--- src/rtl/smsp_map.vh ---
// constants for the serial master/slave port: register map, fields, rates
// assumes inclusion by its bare name from every design file of the block
`ifndef SMSP_MAP_VH
`define SMSP_MAP_VH

// ****************************************************************
// register byte addresses
// ****************************************************************
`define SMSP_ADDR_W 8
`define SMSP_OFS_CONTROL 8'h00
`define SMSP_OFS_STATUS 8'h04
`define SMSP_OFS_DATA 8'h08
`define SMSP_OFS_PIN_CFG 8'h0c

// ****************************************************************
// control fields
// ****************************************************************
`define SMSP_CTL_IRQ_EN 7
`define SMSP_CTL_PORT_EN 6
`define SMSP_CTL_LSB_FIRST 5
`define SMSP_CTL_MASTER 4
`define SMSP_CTL_CLOCK_IDLE_POLARITY 3
`define SMSP_CTL_CLOCK_SAMPLE_PHASE 2
`define SMSP_CTL_RATE_HI 1
`define SMSP_CTL_RATE_LO 0
`define SMSP_CTL_RESET 8'h00

// ****************************************************************
// status fields and pin configuration fields
// ****************************************************************
`define SMSP_STS_DONE 7
`define SMSP_STS_WRITE_COLLISION_FLAG 6
`define SMSP_STS_DSPEED 0
`define SMSP_PIN_SS_DIR_OUT 0
`define SMSP_PIN_SS_LEVEL 1

// ****************************************************************
// half sck periods in pclk cycles, normal and double speed
// ****************************************************************
`define SMSP_HALF_N0 7'h02
`define SMSP_HALF_N1 7'h08
`define SMSP_HALF_N2 7'h20
`define SMSP_HALF_N3 7'h40
`define SMSP_HALF_D0 7'h01
`define SMSP_HALF_D1 7'h04
`define SMSP_HALF_D2 7'h10
`define SMSP_HALF_D3 7'h20

// ****************************************************************
// edge counts of one byte
// ****************************************************************
`define SMSP_LAST_EDGE 5'h0f
`define SMSP_LAST_SMP_CPHA0 5'h0e
`define SMSP_LAST_SMP_CPHA1 5'h0f

`endif

--- src/rtl/smsp_rate_div.v ---
// master sck rate divider: one pulse per half sck period
// assumes run is held high for the whole master transfer
`include "smsp_map.vh"

module smsp_rate_div (
  // clock and reset
  input wire pclk,
  input wire presetn,
  // control
  input wire run,
  input wire double_speed,
  input wire [1:0] rate_sel,
  // half period pulse
  output wire half_tick
);

  reg [6:0] cnt_reg;
  reg [6:0] half_len;

  // ****************************************************************
  // half period length from the rate code
  // ****************************************************************
  always @* begin
    case ({double_speed, rate_sel})
      3'h0: half_len = `SMSP_HALF_N0;
      3'h1: half_len = `SMSP_HALF_N1;
      3'h2: half_len = `SMSP_HALF_N2;
      3'h3: half_len = `SMSP_HALF_N3;
      3'h4: half_len = `SMSP_HALF_D0;
      3'h5: half_len = `SMSP_HALF_D1;
      3'h6: half_len = `SMSP_HALF_D2;
      default: half_len = `SMSP_HALF_D3;
    endcase
  end

  assign half_tick = run && (cnt_reg == half_len - 7'h01);

  // ****************************************************************
  // counter, restarts whenever idle
  // ****************************************************************
  always @(posedge pclk or negedge presetn) begin
    if (!presetn) begin
      cnt_reg <= 7'h00;
    end else if (!run || half_tick) begin
      cnt_reg <= 7'h00;
    end else begin
      cnt_reg <= cnt_reg + 7'h01;
    end
  end

endmodule

--- src/rtl/smsp_port.v ---
// serial master/slave byte port with an apb register slave
// assumes pins arrive synchronous to pclk; oe_n low means the port drives
//
// Our own choices: register access over APB and the address map.
`include "smsp_map.vh"

module smsp_port (
  // clock and reset
  input wire pclk,
  input wire presetn,
  // apb slave
  input wire psel,
  input wire penable,
  input wire pwrite,
  input wire [`SMSP_ADDR_W-1:0] paddr,
  input wire [31:0] pwdata,
  output wire [31:0] prdata,
  output wire pready,
  output wire pslverr,
  // processor side
  input wire global_irq_enable,
  input wire irq_vector_ack,
  output wire xfer_irq,
  // sck pin
  input wire sck_in,
  output wire sck_out,
  output wire sck_oe_n,
  // mosi pin
  input wire mosi_in,
  output wire mosi_out,
  output wire mosi_oe_n,
  // miso pin
  input wire miso_in,
  output wire miso_out,
  output wire miso_oe_n,
  // slave select pin
  input wire ss_in,
  output wire ss_out,
  output wire ss_oe_n
);

  // ****************************************************************
  // state
  // ****************************************************************
  reg [7:0] ctrl_reg;
  reg dspeed_reg;
  reg done_flag_reg;
  reg write_collision_flag_reg;
  reg [1:0] pin_cfg_reg;
  reg [7:0] rx_buf_reg;
  reg [7:0] shift_reg;
  reg [7:0] tx_hold_reg;
  reg out_bit_reg;
  reg sck_level_reg;
  reg sck_prev_reg;
  reg busy_reg;
  reg [4:0] edge_cnt_reg;
  reg arm_done_reg;
  reg arm_write_collision_flag_reg;
  reg [31:0] prdata_reg;
  reg pready_reg;
  reg pslverr_reg;
  reg irq_reg;
  reg sck_oe_n_reg;
  reg mosi_oe_n_reg;
  reg miso_oe_n_reg;
  reg ss_oe_n_reg;

  // ****************************************************************
  // helpers
  // ****************************************************************
  // address decode: 0 control, 1 status, 2 data, 3 pins, 4 unmapped
  function [2:0] sel_of;
    input [`SMSP_ADDR_W-1:0] a;
    begin
      case (a)
        `SMSP_OFS_CONTROL: sel_of = 3'h0;
        `SMSP_OFS_STATUS: sel_of = 3'h1;
        `SMSP_OFS_DATA: sel_of = 3'h2;
        `SMSP_OFS_PIN_CFG: sel_of = 3'h3;
        default: sel_of = 3'h4;
      endcase
    end
  endfunction

  // bit that goes out next
  function top_bit;
    input [7:0] sr;
    input lsb;
    begin
      top_bit = lsb ? sr[0] : sr[7];
    end
  endfunction

  // shift in one received bit
  function [7:0] shift_in;
    input [7:0] sr;
    input lsb;
    input b;
    begin
      shift_in = lsb ? {b, sr[7:1]} : {sr[6:0], b};
    end
  endfunction

  // ****************************************************************
  // control decode
  // ****************************************************************
  wire en = ctrl_reg[`SMSP_CTL_PORT_EN];
  wire master = ctrl_reg[`SMSP_CTL_MASTER];
  wire lsb = ctrl_reg[`SMSP_CTL_LSB_FIRST];
  wire clock_idle_polarity = ctrl_reg[`SMSP_CTL_CLOCK_IDLE_POLARITY];
  wire clock_sample_phase = ctrl_reg[`SMSP_CTL_CLOCK_SAMPLE_PHASE];
  wire ss_dir_out = pin_cfg_reg[`SMSP_PIN_SS_DIR_OUT];

  // apb access phase strobes
  wire acc = psel && penable && pready_reg;
  wire wr = acc && pwrite;
  wire rd = acc && !pwrite;
  wire [2:0] sel = sel_of(paddr);
  wire data_acc = acc && (sel == 3'h2);

  // master transfer clock
  wire half_tick;
  wire run = busy_reg && en && master;

  smsp_rate_div u_rate_div (
    .pclk(pclk),
    .presetn(presetn),
    .run(run),
    .double_speed(dspeed_reg),
    .rate_sel(ctrl_reg[1:0]),
    .half_tick(half_tick)
  );

  // ss low with ss as input while master: another master took the bus
  wire mode_fault = en && master && !ss_dir_out && !ss_in;
  // slave is selected only while ss is low
  wire slave_act = en && !master && !ss_in;

  // ****************************************************************
  // sck edge classification
  // ****************************************************************
  reg ev_lead;
  reg ev_trail;
  reg in_bit;
  always @* begin
    ev_lead = 1'b0;
    ev_trail = 1'b0;
    in_bit = 1'b0;
    if (run && !mode_fault) begin
      // own sck: leading when leaving the idle level
      ev_lead = half_tick && (sck_level_reg == clock_idle_polarity);
      ev_trail = half_tick && (sck_level_reg != clock_idle_polarity);
      in_bit = miso_in;
    end else if (slave_act) begin
      // external sck edges; rate bits play no part here
      ev_lead = (sck_in != sck_prev_reg) && (sck_prev_reg == clock_idle_polarity);
      ev_trail = (sck_in != sck_prev_reg) && (sck_prev_reg != clock_idle_polarity) && (edge_cnt_reg != 5'h00);
      in_bit = mosi_in;
    end
  end

  // sample and setup edges from phase
  wire ev_smp = clock_sample_phase ? ev_trail : ev_lead;
  wire ev_stp = clock_sample_phase ? ev_lead : ev_trail;
  wire [7:0] shifted = shift_in(shift_reg, lsb, in_bit);

  // end of byte: 16 master edges, or eighth slave sample
  wire last_smp = clock_sample_phase ? (edge_cnt_reg == `SMSP_LAST_SMP_CPHA1) : (edge_cnt_reg == `SMSP_LAST_SMP_CPHA0);
  wire m_done = run && !mode_fault && half_tick && (edge_cnt_reg == `SMSP_LAST_EDGE);
  wire s_done = slave_act && ev_smp && last_smp;
  wire xfer_end = m_done || s_done;

  // a transfer is in flight
  wire in_flight = (en && master && busy_reg) || (slave_act && (edge_cnt_reg != 5'h00));
  wire data_wr = wr && (sel == 3'h2);
  wire start_ok = data_wr && en && !in_flight;

  // ****************************************************************
  // register file and flags
  // ****************************************************************
  always @(posedge pclk or negedge presetn) begin
    if (!presetn) begin
      ctrl_reg <= `SMSP_CTL_RESET;
      dspeed_reg <= 1'b0;
      done_flag_reg <= 1'b0;
      write_collision_flag_reg <= 1'b0;
      pin_cfg_reg <= 2'h0;
      arm_done_reg <= 1'b0;
      arm_write_collision_flag_reg <= 1'b0;
    end else begin
      // control write; a mode fault wins and drops master role
      if (wr && sel == 3'h0) begin
        ctrl_reg <= pwdata[7:0];
      end
      if (mode_fault) begin
        ctrl_reg[`SMSP_CTL_MASTER] <= 1'b0;
      end
      if (wr && sel == 3'h1) begin
        dspeed_reg <= pwdata[`SMSP_STS_DSPEED];
      end
      if (wr && sel == 3'h3) begin
        pin_cfg_reg <= pwdata[1:0];
      end
      // status read arms the clear on the captured flag values
      if (rd && sel == 3'h1) begin
        arm_done_reg <= prdata_reg[`SMSP_STS_DONE] || prdata_reg[`SMSP_STS_WRITE_COLLISION_FLAG];
        arm_write_collision_flag_reg <= prdata_reg[`SMSP_STS_WRITE_COLLISION_FLAG];
      end else if (data_acc) begin
        arm_done_reg <= 1'b0;
        arm_write_collision_flag_reg <= 1'b0;
      end
      // done flag: set beats any clear
      if (xfer_end || mode_fault) begin
        done_flag_reg <= 1'b1;
      end else if (irq_vector_ack) begin
        done_flag_reg <= 1'b0;
      end else if (data_acc && arm_done_reg) begin
        done_flag_reg <= 1'b0;
      end
      // collision flag: set beats clear
      if (data_wr && in_flight) begin
        write_collision_flag_reg <= 1'b1;
      end else if (data_acc && arm_write_collision_flag_reg) begin
        write_collision_flag_reg <= 1'b0;
      end
    end
  end

  // ****************************************************************
  // shift engine
  // ****************************************************************
  always @(posedge pclk or negedge presetn) begin
    if (!presetn) begin
      shift_reg <= 8'h00;
      tx_hold_reg <= 8'h00;
      rx_buf_reg <= 8'h00;
      out_bit_reg <= 1'b0;
      sck_level_reg <= 1'b0;
      sck_prev_reg <= 1'b0;
      busy_reg <= 1'b0;
      edge_cnt_reg <= 5'h00;
    end else begin
      sck_prev_reg <= sck_in;
      if (!en || mode_fault) begin
        // disabled or forced out of master: abandon the byte
        busy_reg <= 1'b0;
        edge_cnt_reg <= 5'h00;
        sck_level_reg <= clock_idle_polarity;
      end else if (start_ok) begin
        // new byte loads the shift register and starts
        shift_reg <= pwdata[7:0];
        tx_hold_reg <= pwdata[7:0];
        out_bit_reg <= top_bit(pwdata[7:0], lsb);
        busy_reg <= master;
        edge_cnt_reg <= 5'h00;
      end else if (!master && ss_in) begin
        // slave deselected: restart, put the byte back
        edge_cnt_reg <= 5'h00;
        if (edge_cnt_reg != 5'h00) begin
          shift_reg <= tx_hold_reg;
        end
        out_bit_reg <= top_bit((edge_cnt_reg != 5'h00) ? tx_hold_reg : shift_reg, lsb);
      end else begin
        if (run && half_tick) begin
          sck_level_reg <= ~sck_level_reg;
        end else if (!busy_reg) begin
          sck_level_reg <= clock_idle_polarity;
        end
        if (ev_smp) begin
          shift_reg <= shifted;
        end
        if (ev_stp) begin
          out_bit_reg <= top_bit(shift_reg, lsb);
        end
        if (xfer_end) begin
          edge_cnt_reg <= 5'h00;
          busy_reg <= 1'b0;
          rx_buf_reg <= ev_smp ? shifted : shift_reg;
        end else if (ev_lead || ev_trail) begin
          edge_cnt_reg <= edge_cnt_reg + 5'h01;
        end
      end
    end
  end

  // ****************************************************************
  // apb read data and handshake
  // ****************************************************************
  always @(posedge pclk or negedge presetn) begin
    if (!presetn) begin
      prdata_reg <= 32'h00000000;
      pready_reg <= 1'b0;
      pslverr_reg <= 1'b0;
    end else begin
      // ready in the cycle after setup, so every transfer has one access cycle
      pready_reg <= psel && !penable && !pready_reg;
      pslverr_reg <= psel && !penable && !pready_reg && (sel == 3'h4);
      if (psel && !penable && !pwrite) begin
        case (sel)
          3'h0: prdata_reg <= {24'h000000, ctrl_reg};
          3'h1: prdata_reg <= {24'h000000, done_flag_reg, write_collision_flag_reg, 5'h00, dspeed_reg};
          3'h2: prdata_reg <= {24'h000000, rx_buf_reg};
          3'h3: prdata_reg <= {30'h00000000, pin_cfg_reg};
          default: prdata_reg <= 32'h00000000;
        endcase
      end
    end
  end

  // ****************************************************************
  // interrupt and pin enables
  // ****************************************************************
  always @(posedge pclk or negedge presetn) begin
    if (!presetn) begin
      irq_reg <= 1'b0;
      sck_oe_n_reg <= 1'b1;
      mosi_oe_n_reg <= 1'b1;
      miso_oe_n_reg <= 1'b1;
      ss_oe_n_reg <= 1'b1;
    end else begin
      irq_reg <= ctrl_reg[`SMSP_CTL_IRQ_EN] && done_flag_reg && global_irq_enable;
      // master drives sck and mosi; lost master role lets them go
      sck_oe_n_reg <= !(en && master && !mode_fault);
      mosi_oe_n_reg <= !(en && master && !mode_fault);
      miso_oe_n_reg <= !slave_act;
      // ss as output is general purpose only
      ss_oe_n_reg <= !ss_dir_out;
    end
  end

  // ****************************************************************
  // outputs
  // ****************************************************************
  assign prdata = prdata_reg;
  assign pready = pready_reg;
  assign pslverr = pslverr_reg;
  assign xfer_irq = irq_reg;
  assign sck_out = sck_level_reg;
  assign sck_oe_n = sck_oe_n_reg;
  assign mosi_out = out_bit_reg;
  assign mosi_oe_n = mosi_oe_n_reg;
  assign miso_out = out_bit_reg;
  assign miso_oe_n = miso_oe_n_reg;
  assign ss_out = pin_cfg_reg[`SMSP_PIN_SS_LEVEL];
  assign ss_oe_n = ss_oe_n_reg;

endmodule

--- config.mk ---
export PLATFORM = sky130hd
export DESIGN_NAME = smsp_port
export DESIGN_NICKNAME = d
export VERILOG_FILES = /design/src/rtl/smsp_rate_div.v /design/src/rtl/smsp_port.v
export VERILOG_INCLUDE_DIRS = /design/src /design/src/rtl
export SDC_FILE = /design/constraint.sdc
export NUM_CORES = 1
export LEC_CHECK = 0
export BUFFER_PORTS_ARGS = -buffer_cell sky130_fd_sc_hd__buf_4
export CELL_PAD_IN_SITES_DETAIL_PLACEMENT = 1
export CELL_PAD_IN_SITES_GLOBAL_PLACEMENT = 1
export CORE_MARGIN = 2
export CORE_UTILIZATION = 42
export CTS_CLUSTER_SIZE = 20
export DETAILED_ROUTE_END_ITERATION = 16
export PLACE_DENSITY = 0.85
export SKIP_LAST_GASP = 1
export SLEW_MARGIN = 20
export SYNTH_ARGS = -nofsm -noshare
export SYNTH_HDL_FRONTEND = slang
export SYNTH_SLANG_ARGS = --single-unit
--- constraint.sdc ---
create_clock -name pclk -period 3.5 [get_ports pclk]
set_clock_uncertainty 0.2 [all_clocks]
set_input_delay 0.35 -clock pclk [delete_from_list [all_inputs] [get_ports pclk]]
set_output_delay 0.35 -clock pclk [all_outputs]
set_load 0.05 [all_outputs]
# ---- Word level (Yosys, flattened, before mapping)
# Cells that the tools add are included.
dict set report word_totals {
  elab_cells 185
  out_inout_bits 43
  ff_bits 93
  input_bits 51
}
dict set report op_classes {
  reduce_logical 80
  n_bitwise 4
  muxes 48
  add_sub_neg 3
  n_eq_ne 25
}
# operator n
set ops {}
lappend ops {{1-bit logical AND} 44}
lappend ops {{7-bit case mux with 6 select lines} 1}
lappend ops {{8-bit two-way mux} 5}
lappend ops {{1-bit two-way mux} 33}
lappend ops {{8-bit case mux with 4 select lines} 1}
lappend ops {{5-bit two-way mux} 6}
lappend ops {{8-bit by 4-bit equality test with 1-bit output, second input constant} 2}
lappend ops {{3-bit equality test, second input constant} 4}
lappend ops {{1-bit zero test} 12}
lappend ops {{3-bit case mux with 4 select lines} 1}
lappend ops {{5-bit by 4-bit equality test with 1-bit output, second input constant} 2}
lappend ops {{5-bit nonzero test} 2}
lappend ops {{3-bit by 2-bit equality test with 1-bit output, second input constant} 3}
lappend ops {{3-bit nonzero test} 3}
lappend ops {{8-bit by 3-bit equality test with 1-bit output, second input constant} 1}
lappend ops {{8-bit zero test} 1}
lappend ops {{2-bit AND reduction} 4}
lappend ops {{7-bit by 1-bit adder with 7-bit output, second input constant} 1}
lappend ops {{7-bit equality test} 1}
lappend ops {{1-bit logical OR} 7}
lappend ops {{7-bit two-way mux} 1}
lappend ops {{7-bit by 1-bit subtractor with 7-bit output, second input constant} 1}
lappend ops {{3-bit by 1-bit equality test with 1-bit output, second input constant} 2}
lappend ops {{3-bit zero test} 2}
lappend ops {{other kinds (12)} 20}

# ---- Depth between registers and ports, before layout
dict set report logic_depth {
  depth_word 15
  ltp_mapped 13
  ltp_nobuf 10
}

# ---- By module
# A second synthesis with hierarchy kept.
dict set report hier_totals {
  hier_cells 420
  area_unflattened_um2 4210.3
}
# module cells_each seq_area_each_um2 instances area_each_um2
set modules_own_cells {}
lappend modules_own_cells {smsp_port 364 1555.2 1 3642.2}
lappend modules_own_cells {smsp_rate_div 56 175.2 1 568.0}

# ---- Worst setup path before layout
# OpenSTA, ideal clock, no wires.
dict set report synth_path {
  path_kind {reg-to-reg}
  from {register ctrl_reg[1]}
  to {register rx_buf_reg[1]}
  t_required_ns 3.175
  period_less_slack_ns 3.227
  path_buffers 3
  arrival_time_ns 2.903
  setup_slack_ns 0.273
  path_stages_with_launch 13
  cell_sequence {dfrtp_1 buf_6 or3_1 ha_1 buf_2 xnor2_1 xnor2_1 o2111ai_1 a211oi_4 a21oi_1 buf_6 mux2_1 mux2_2}
}
dict set report synth_between {
  elab_chain_cells 12
  elab_cells_between_ends 22
  cone_classes {1 x add/sub; 6 x eq/ne; 5 x mux; 10 x reduce/logical}
}
# item line_no
set synth_rtl {}
lappend synth_rtl {{start: declaration} smsp_port.v:45} ;# reg [7:0] ctrl_reg;
lappend synth_rtl {{start signal: assignment} smsp_port.v:184} ;# ctrl_reg <= `SMSP_CTL_RESET;
lappend synth_rtl {{start signal: assignment} smsp_port.v:194} ;# ctrl_reg <= pwdata[7:0];
lappend synth_rtl {{3-bit equality test, or another cell as far along} smsp_rate_div.v:24} ;# case ({double_speed, rate_sel})
lappend synth_rtl {{7-bit case mux with 6 select lines *} smsp_rate_div.v:24}
lappend synth_rtl {{7-bit by 1-bit subtractor with 7-bit output *} smsp_rate_div.v:36} ;# assign half_tick = run && (cnt_reg == half_len - 7'h01);
lappend synth_rtl {{7-bit equality test *} smsp_rate_div.v:36}
lappend synth_rtl {{1-bit logical AND *} smsp_rate_div.v:36}
lappend synth_rtl {{1-bit logical AND, on equally long branches} {smsp_port.v:152, smsp_port.v:153}}
lappend synth_rtl {{1-bit two-way mux} smsp_port.v:150} ;# if (run && !mode_fault) begin
lappend synth_rtl {{1-bit two-way mux} smsp_port.v:164} ;# wire ev_smp = clock_sample_phase ? ev_trail : ev_lead;
lappend synth_rtl {{1-bit logical AND (2 in series)} smsp_port.v:171} ;# wire s_done = slave_act && ev_smp && last_smp;
lappend synth_rtl {{1-bit logical OR} smsp_port.v:172} ;# wire xfer_end = m_done || s_done;
lappend synth_rtl {{4-bit AND reduction (no line)} -}
lappend synth_rtl {{end signal: assignment} smsp_port.v:279} ;# rx_buf_reg <= ev_smp ? shifted : shift_reg;
lappend synth_rtl {{end: declaration} smsp_port.v:50} ;# reg [7:0] rx_buf_reg;
# Every way passes the cells marked *; elsewhere a longest branch is shown, timed or not.
# A chain may end at the register's enable or synchronous reset.

# ---- Worst setup path after layout
dict set report layout_path {
  from {register edge_cnt_reg[0]}
  to {register rx_buf_reg[4]}
}
dict set report layout_between {
  elab_chain_cells 9
  elab_cells_between_ends 19
  cone_classes {2 x eq/ne; 5 x mux; 1 x bitwise; 11 x reduce/logical}
}
# item line_no
set layout_rtl {}
lappend layout_rtl {{start: declaration} smsp_port.v:57} ;# reg [4:0] edge_cnt_reg;
lappend layout_rtl {{start signal: assignment} smsp_port.v:281} ;# edge_cnt_reg <= edge_cnt_reg + 5'h01;
lappend layout_rtl {{5-bit nonzero test} {smsp_port.v:158, smsp_port.v:175}}
lappend layout_rtl {{1-bit logical AND} smsp_port.v:158} ;# ev_trail = (sck_in != sck_prev_reg) && (sck_prev_reg != clock_idle_polarity) && (edge_cnt_reg != 5'h00);
lappend layout_rtl {{1-bit two-way mux} smsp_port.v:155} ;# end else if (slave_act) begin
lappend layout_rtl {{1-bit two-way mux} smsp_port.v:150}
lappend layout_rtl {{1-bit two-way mux} smsp_port.v:164}
lappend layout_rtl {{1-bit logical AND (2 in series)} smsp_port.v:171}
lappend layout_rtl {{1-bit logical OR} smsp_port.v:172}
lappend layout_rtl {{4-bit AND reduction (no line)} -}
# Several ways; a longest one is shown, not always the timed one.

==> flow_metrics.tcl <==
set metrics [dict create \
    routedWlPerCell_um 18.5 \
    p_leak_nw 2.31 \
    worst_pin_slew_ns 0.903 \
    crit_fanout 10 \
    p_int_mw 1.19 \
    combPwrFrac_pct 9.5 \
    clock_path_buffers 2 \
    grt_max_degree 70 \
    synthArstFlopShare_pct 100 \
    fp-row-count 36 \
    vias 3331 \
    htreeDepth 3 \
    dr.pass1.iters 4 \
    arrival_ns 3.31 \
    path_cells "inv_1 > ha_1 > or4b_1 > o211a_1 > nor2_1 > a2111oi_2 > a21oi_1 > buf_4 > mux2_1 > mux2_2" \
    startpoint_type "flop" \
    clk_pin_slew_ns 0.08 \
    fmax_mhz 306 \
    antenna_found_initial 0 \
    final.setup.tns_ns 0 \
    grtUsageTotal_pct 21.2 \
    initial_utilization_pct 43.3 \
    die_y_um 104 \
    drv_slew 0 \
    initialDrtViolationCount 159 \
    power.switching_uw 434 \
    setup_viol 0 \
    synthTopCellsByArea "dfrtp_1 (39%), mux2_2 (8.0%), mux2i_1 (5.4%), buf_4 (4.6%), nand2_1 (3.3%)" \
    rsz0062_at_grt "false" \
    status "complete, no violations" \
    clk_latency_ns 0.36 \
    final_layout_size_suffix_gt1_share_pct 26.3 \
    ys_warn_count 0 \
    hp-class "in -> reg" \
    p_seq_share_pct 49.8 \
    drv_cap 0 \
    viasPerCell 5.55 \
    syn_area_per_cell_um2 10.1 \
    dp_cells 582 \
    hold_violations 0 \
    pwr_density_cell_nw_per_um2 340 \
    cpMaxStageDelayCell "or4b_1" \
    nets 519 \
    synth.cell_area_um2 4230 \
    area_growth_pct 13.2 \
    yosysSeqAreaShare_pct 40.9 \
    yosysTopAreaCellShare_pct 39.1 \
    post_cts_resize_count 0 \
    slew_headroom_pct 39.8 \
    io-pin-count 94 \
    p_clk_share_pct 40.7 \
    ant_nets 0 \
    grt_pass1_vias 3472 \
    cp-end-kind "flop" \
    dieWidth_um 104 \
    place_congestion 0.853 \
    grt_pass1_wl_um 18200 \
    dp_hpwl_um 8150 \
    cts_root_buffer "clkbuf_8" \
    period_needed_ns 3.27 \
    crit_required_ns 3.55 \
    ys_ff_latch 69 \
    portBuffers 45 \
    cts.sinks 69 \
    yosysTopAreaCell "dfrtp_1" \
    cp_slowest_stage_delay_ns 0.61 \
    swShare_pct 26.7 \
    diodes 0 \
    min_period_over_period_pct 93.3 \
    synth-edff-count 0 \
    cts_made_buffers 9 \
    die-area_um2 10900 \
    wl_um 11100 \
    drc 0 \
    grt_overflow 0 \
    synthCells 419 \
    cts_tree "yes" \
    peakVddDrop_uv 174 \
    critPathKind "reg -> reg" \
    final_cells 600 \
    core_area_um2 9770 \
    ys_types 69 \
    synthFlopType "dfrtp_1" \
]
[placed cells by master, fill, tap and decap left out, types with 5 or more instances in the layout]
master / count
a21oi_1: 13
a31oi_1: 6
and3_1: 11
buf_4: 55
clkbuf_8: 10
conb_1: 24
dfrtp_1: 66
ha_1: 6
inv_1: 18
mux2_2: 30
mux2i_1: 23
nand2_1: 37
nand2b_1: 6
nand3_1: 11
nor2_1: 28
nor3_1: 6
o21ai_0: 16
o221ai_1: 5
xnor2_1: 9
[power by group through the flow]
stage          Combinational (mW)  Clock [mW]  Sequential (mW)
6_report                    0.154       0.661            0.810
5_1_grt                     0.166       0.705            0.811
4_1_cts                     0.155       0.674            0.810
3_5_place_dp                0.153           0            0.825
3_3_place_gp                0.149           0            0.824
2_1_floorplan               0.113           0            0.829
[cell usage after synthesis (3+ instances only)]
library cell and number:
inv_1 18, ha_1 6, a31oi_1 6, o211a_1 3, o21ai_0 16, nor2_1 28, nor3_1 6, o21a_1 4
nand2b_1 6, dfstp_2 3, mux2_2 30, buf_6 5, and2_1 4, nand2_1 37, o221ai_1 5, mux2i_1 23
or3_1 4, buf_4 26, xnor2_1 9, and3_1 11, buf_2 6, clkbuf_1 11, a21oi_1 13, nand3_1 11
dfrtp_1 66
[repair_timing]
action | in CTS | in global routing
hold buffers | 2 | 0
hold endpoints to repair | 67 | 0
buffers inserted | 0 | 0
[worst max-delay path, delay by kind of cell (launching register included)]
kind | cells | cell delay, ns
adder cells (fa/ha/maj) | 1 | 0.20
flip-flops | 1 | 0.42
AO/OA/AOI/OAI | 3 | 0.55
AND/OR/NAND/NOR | 2 | 0.75
multiplexers | 2 | 0.65
buffers and inverters | 2 | 0.38
[layout make-up]
type	count	area, µm²
multi-input cells	307	2190
clock buffers	12	145
flip-flops and latches	69	1730
clock inverters	4	48.8
inverters	18	67.6
fillers	1134	4990
repair buffers	57	433
well taps	133	166
[cells by family after synthesis]
| family | Yosys count | share of synthesized area [%] |
|---|---|---|
| other | 1 | 0.0887 |
| flip-flops | 69 | 40.9 |
| adder cells (fa/ha/maj) | 6 | 1.78 |
| AO/OA/AOI/OAI | 79 | 13.9 |
| XOR/XNOR | 11 | 2.28 |
| AND/OR/NAND/NOR | 129 | 16.4 |
| multiplexers | 58 | 15.4 |
| buffers and inverters | 66 | 9.23 |
[final timing paths]
check                                            startpoint                    endpoint  slack (ns)  cells past startpoint
worst max register to register  edge_cnt_reg[0]$_DFFE_PN0P_   rx_buf_reg[4]$_DFFE_PN0P_        0.23                     10
min in group asynchronous                           presetn     ctrl_reg[3]$_DFFE_PN0P_        0.44                      2
worst min register to register        prdata[4]$_DFFE_PN0P_       prdata[4]$_DFFE_PN0P_        0.29                      2
max in group asynchronous                           presetn  tx_hold_reg[3]$_DFFE_PN0P_        2.04                      2
worst min-delay path                      global_irq_enable          xfer_irq$_DFF_PN0_        0.05                      2
worst max-delay path            edge_cnt_reg[0]$_DFFE_PN0P_   rx_buf_reg[4]$_DFFE_PN0P_        0.23                     10
[per-stage QoR]
step / cell area [µm²] / power (mW) / setup WS [ns] / util, % / hold slack, ns
after floorplan: 4310 / 0.942 / 0.273 / - / -0.146
after global placement: 4570 / 0.974 / 0.325 / 46.8 / 0.262
after detailed placement: 4570 / 0.978 / 0.279 / 46.8 / 0.279
after CTS: 4780 / 1.64 / 0.252 / 49.0 / 0.0339
after global routing: 4780 / 1.68 / 0.0915 / 49.0 / 0.0378
final: 4780 / 1.63 / 0.233 / 49.0 / 0.0469
[routing by layer]
layer  track usage, %  wire, µm  vias to the layer above
li1                 -         -                     1534
met1             25.6      4460                     1674
met2             37.2      5830                      101
met3             4.07       511                       22
met4             8.20       300                        0
met5                0         0                        -
Power figures use the tool's default switching activity.
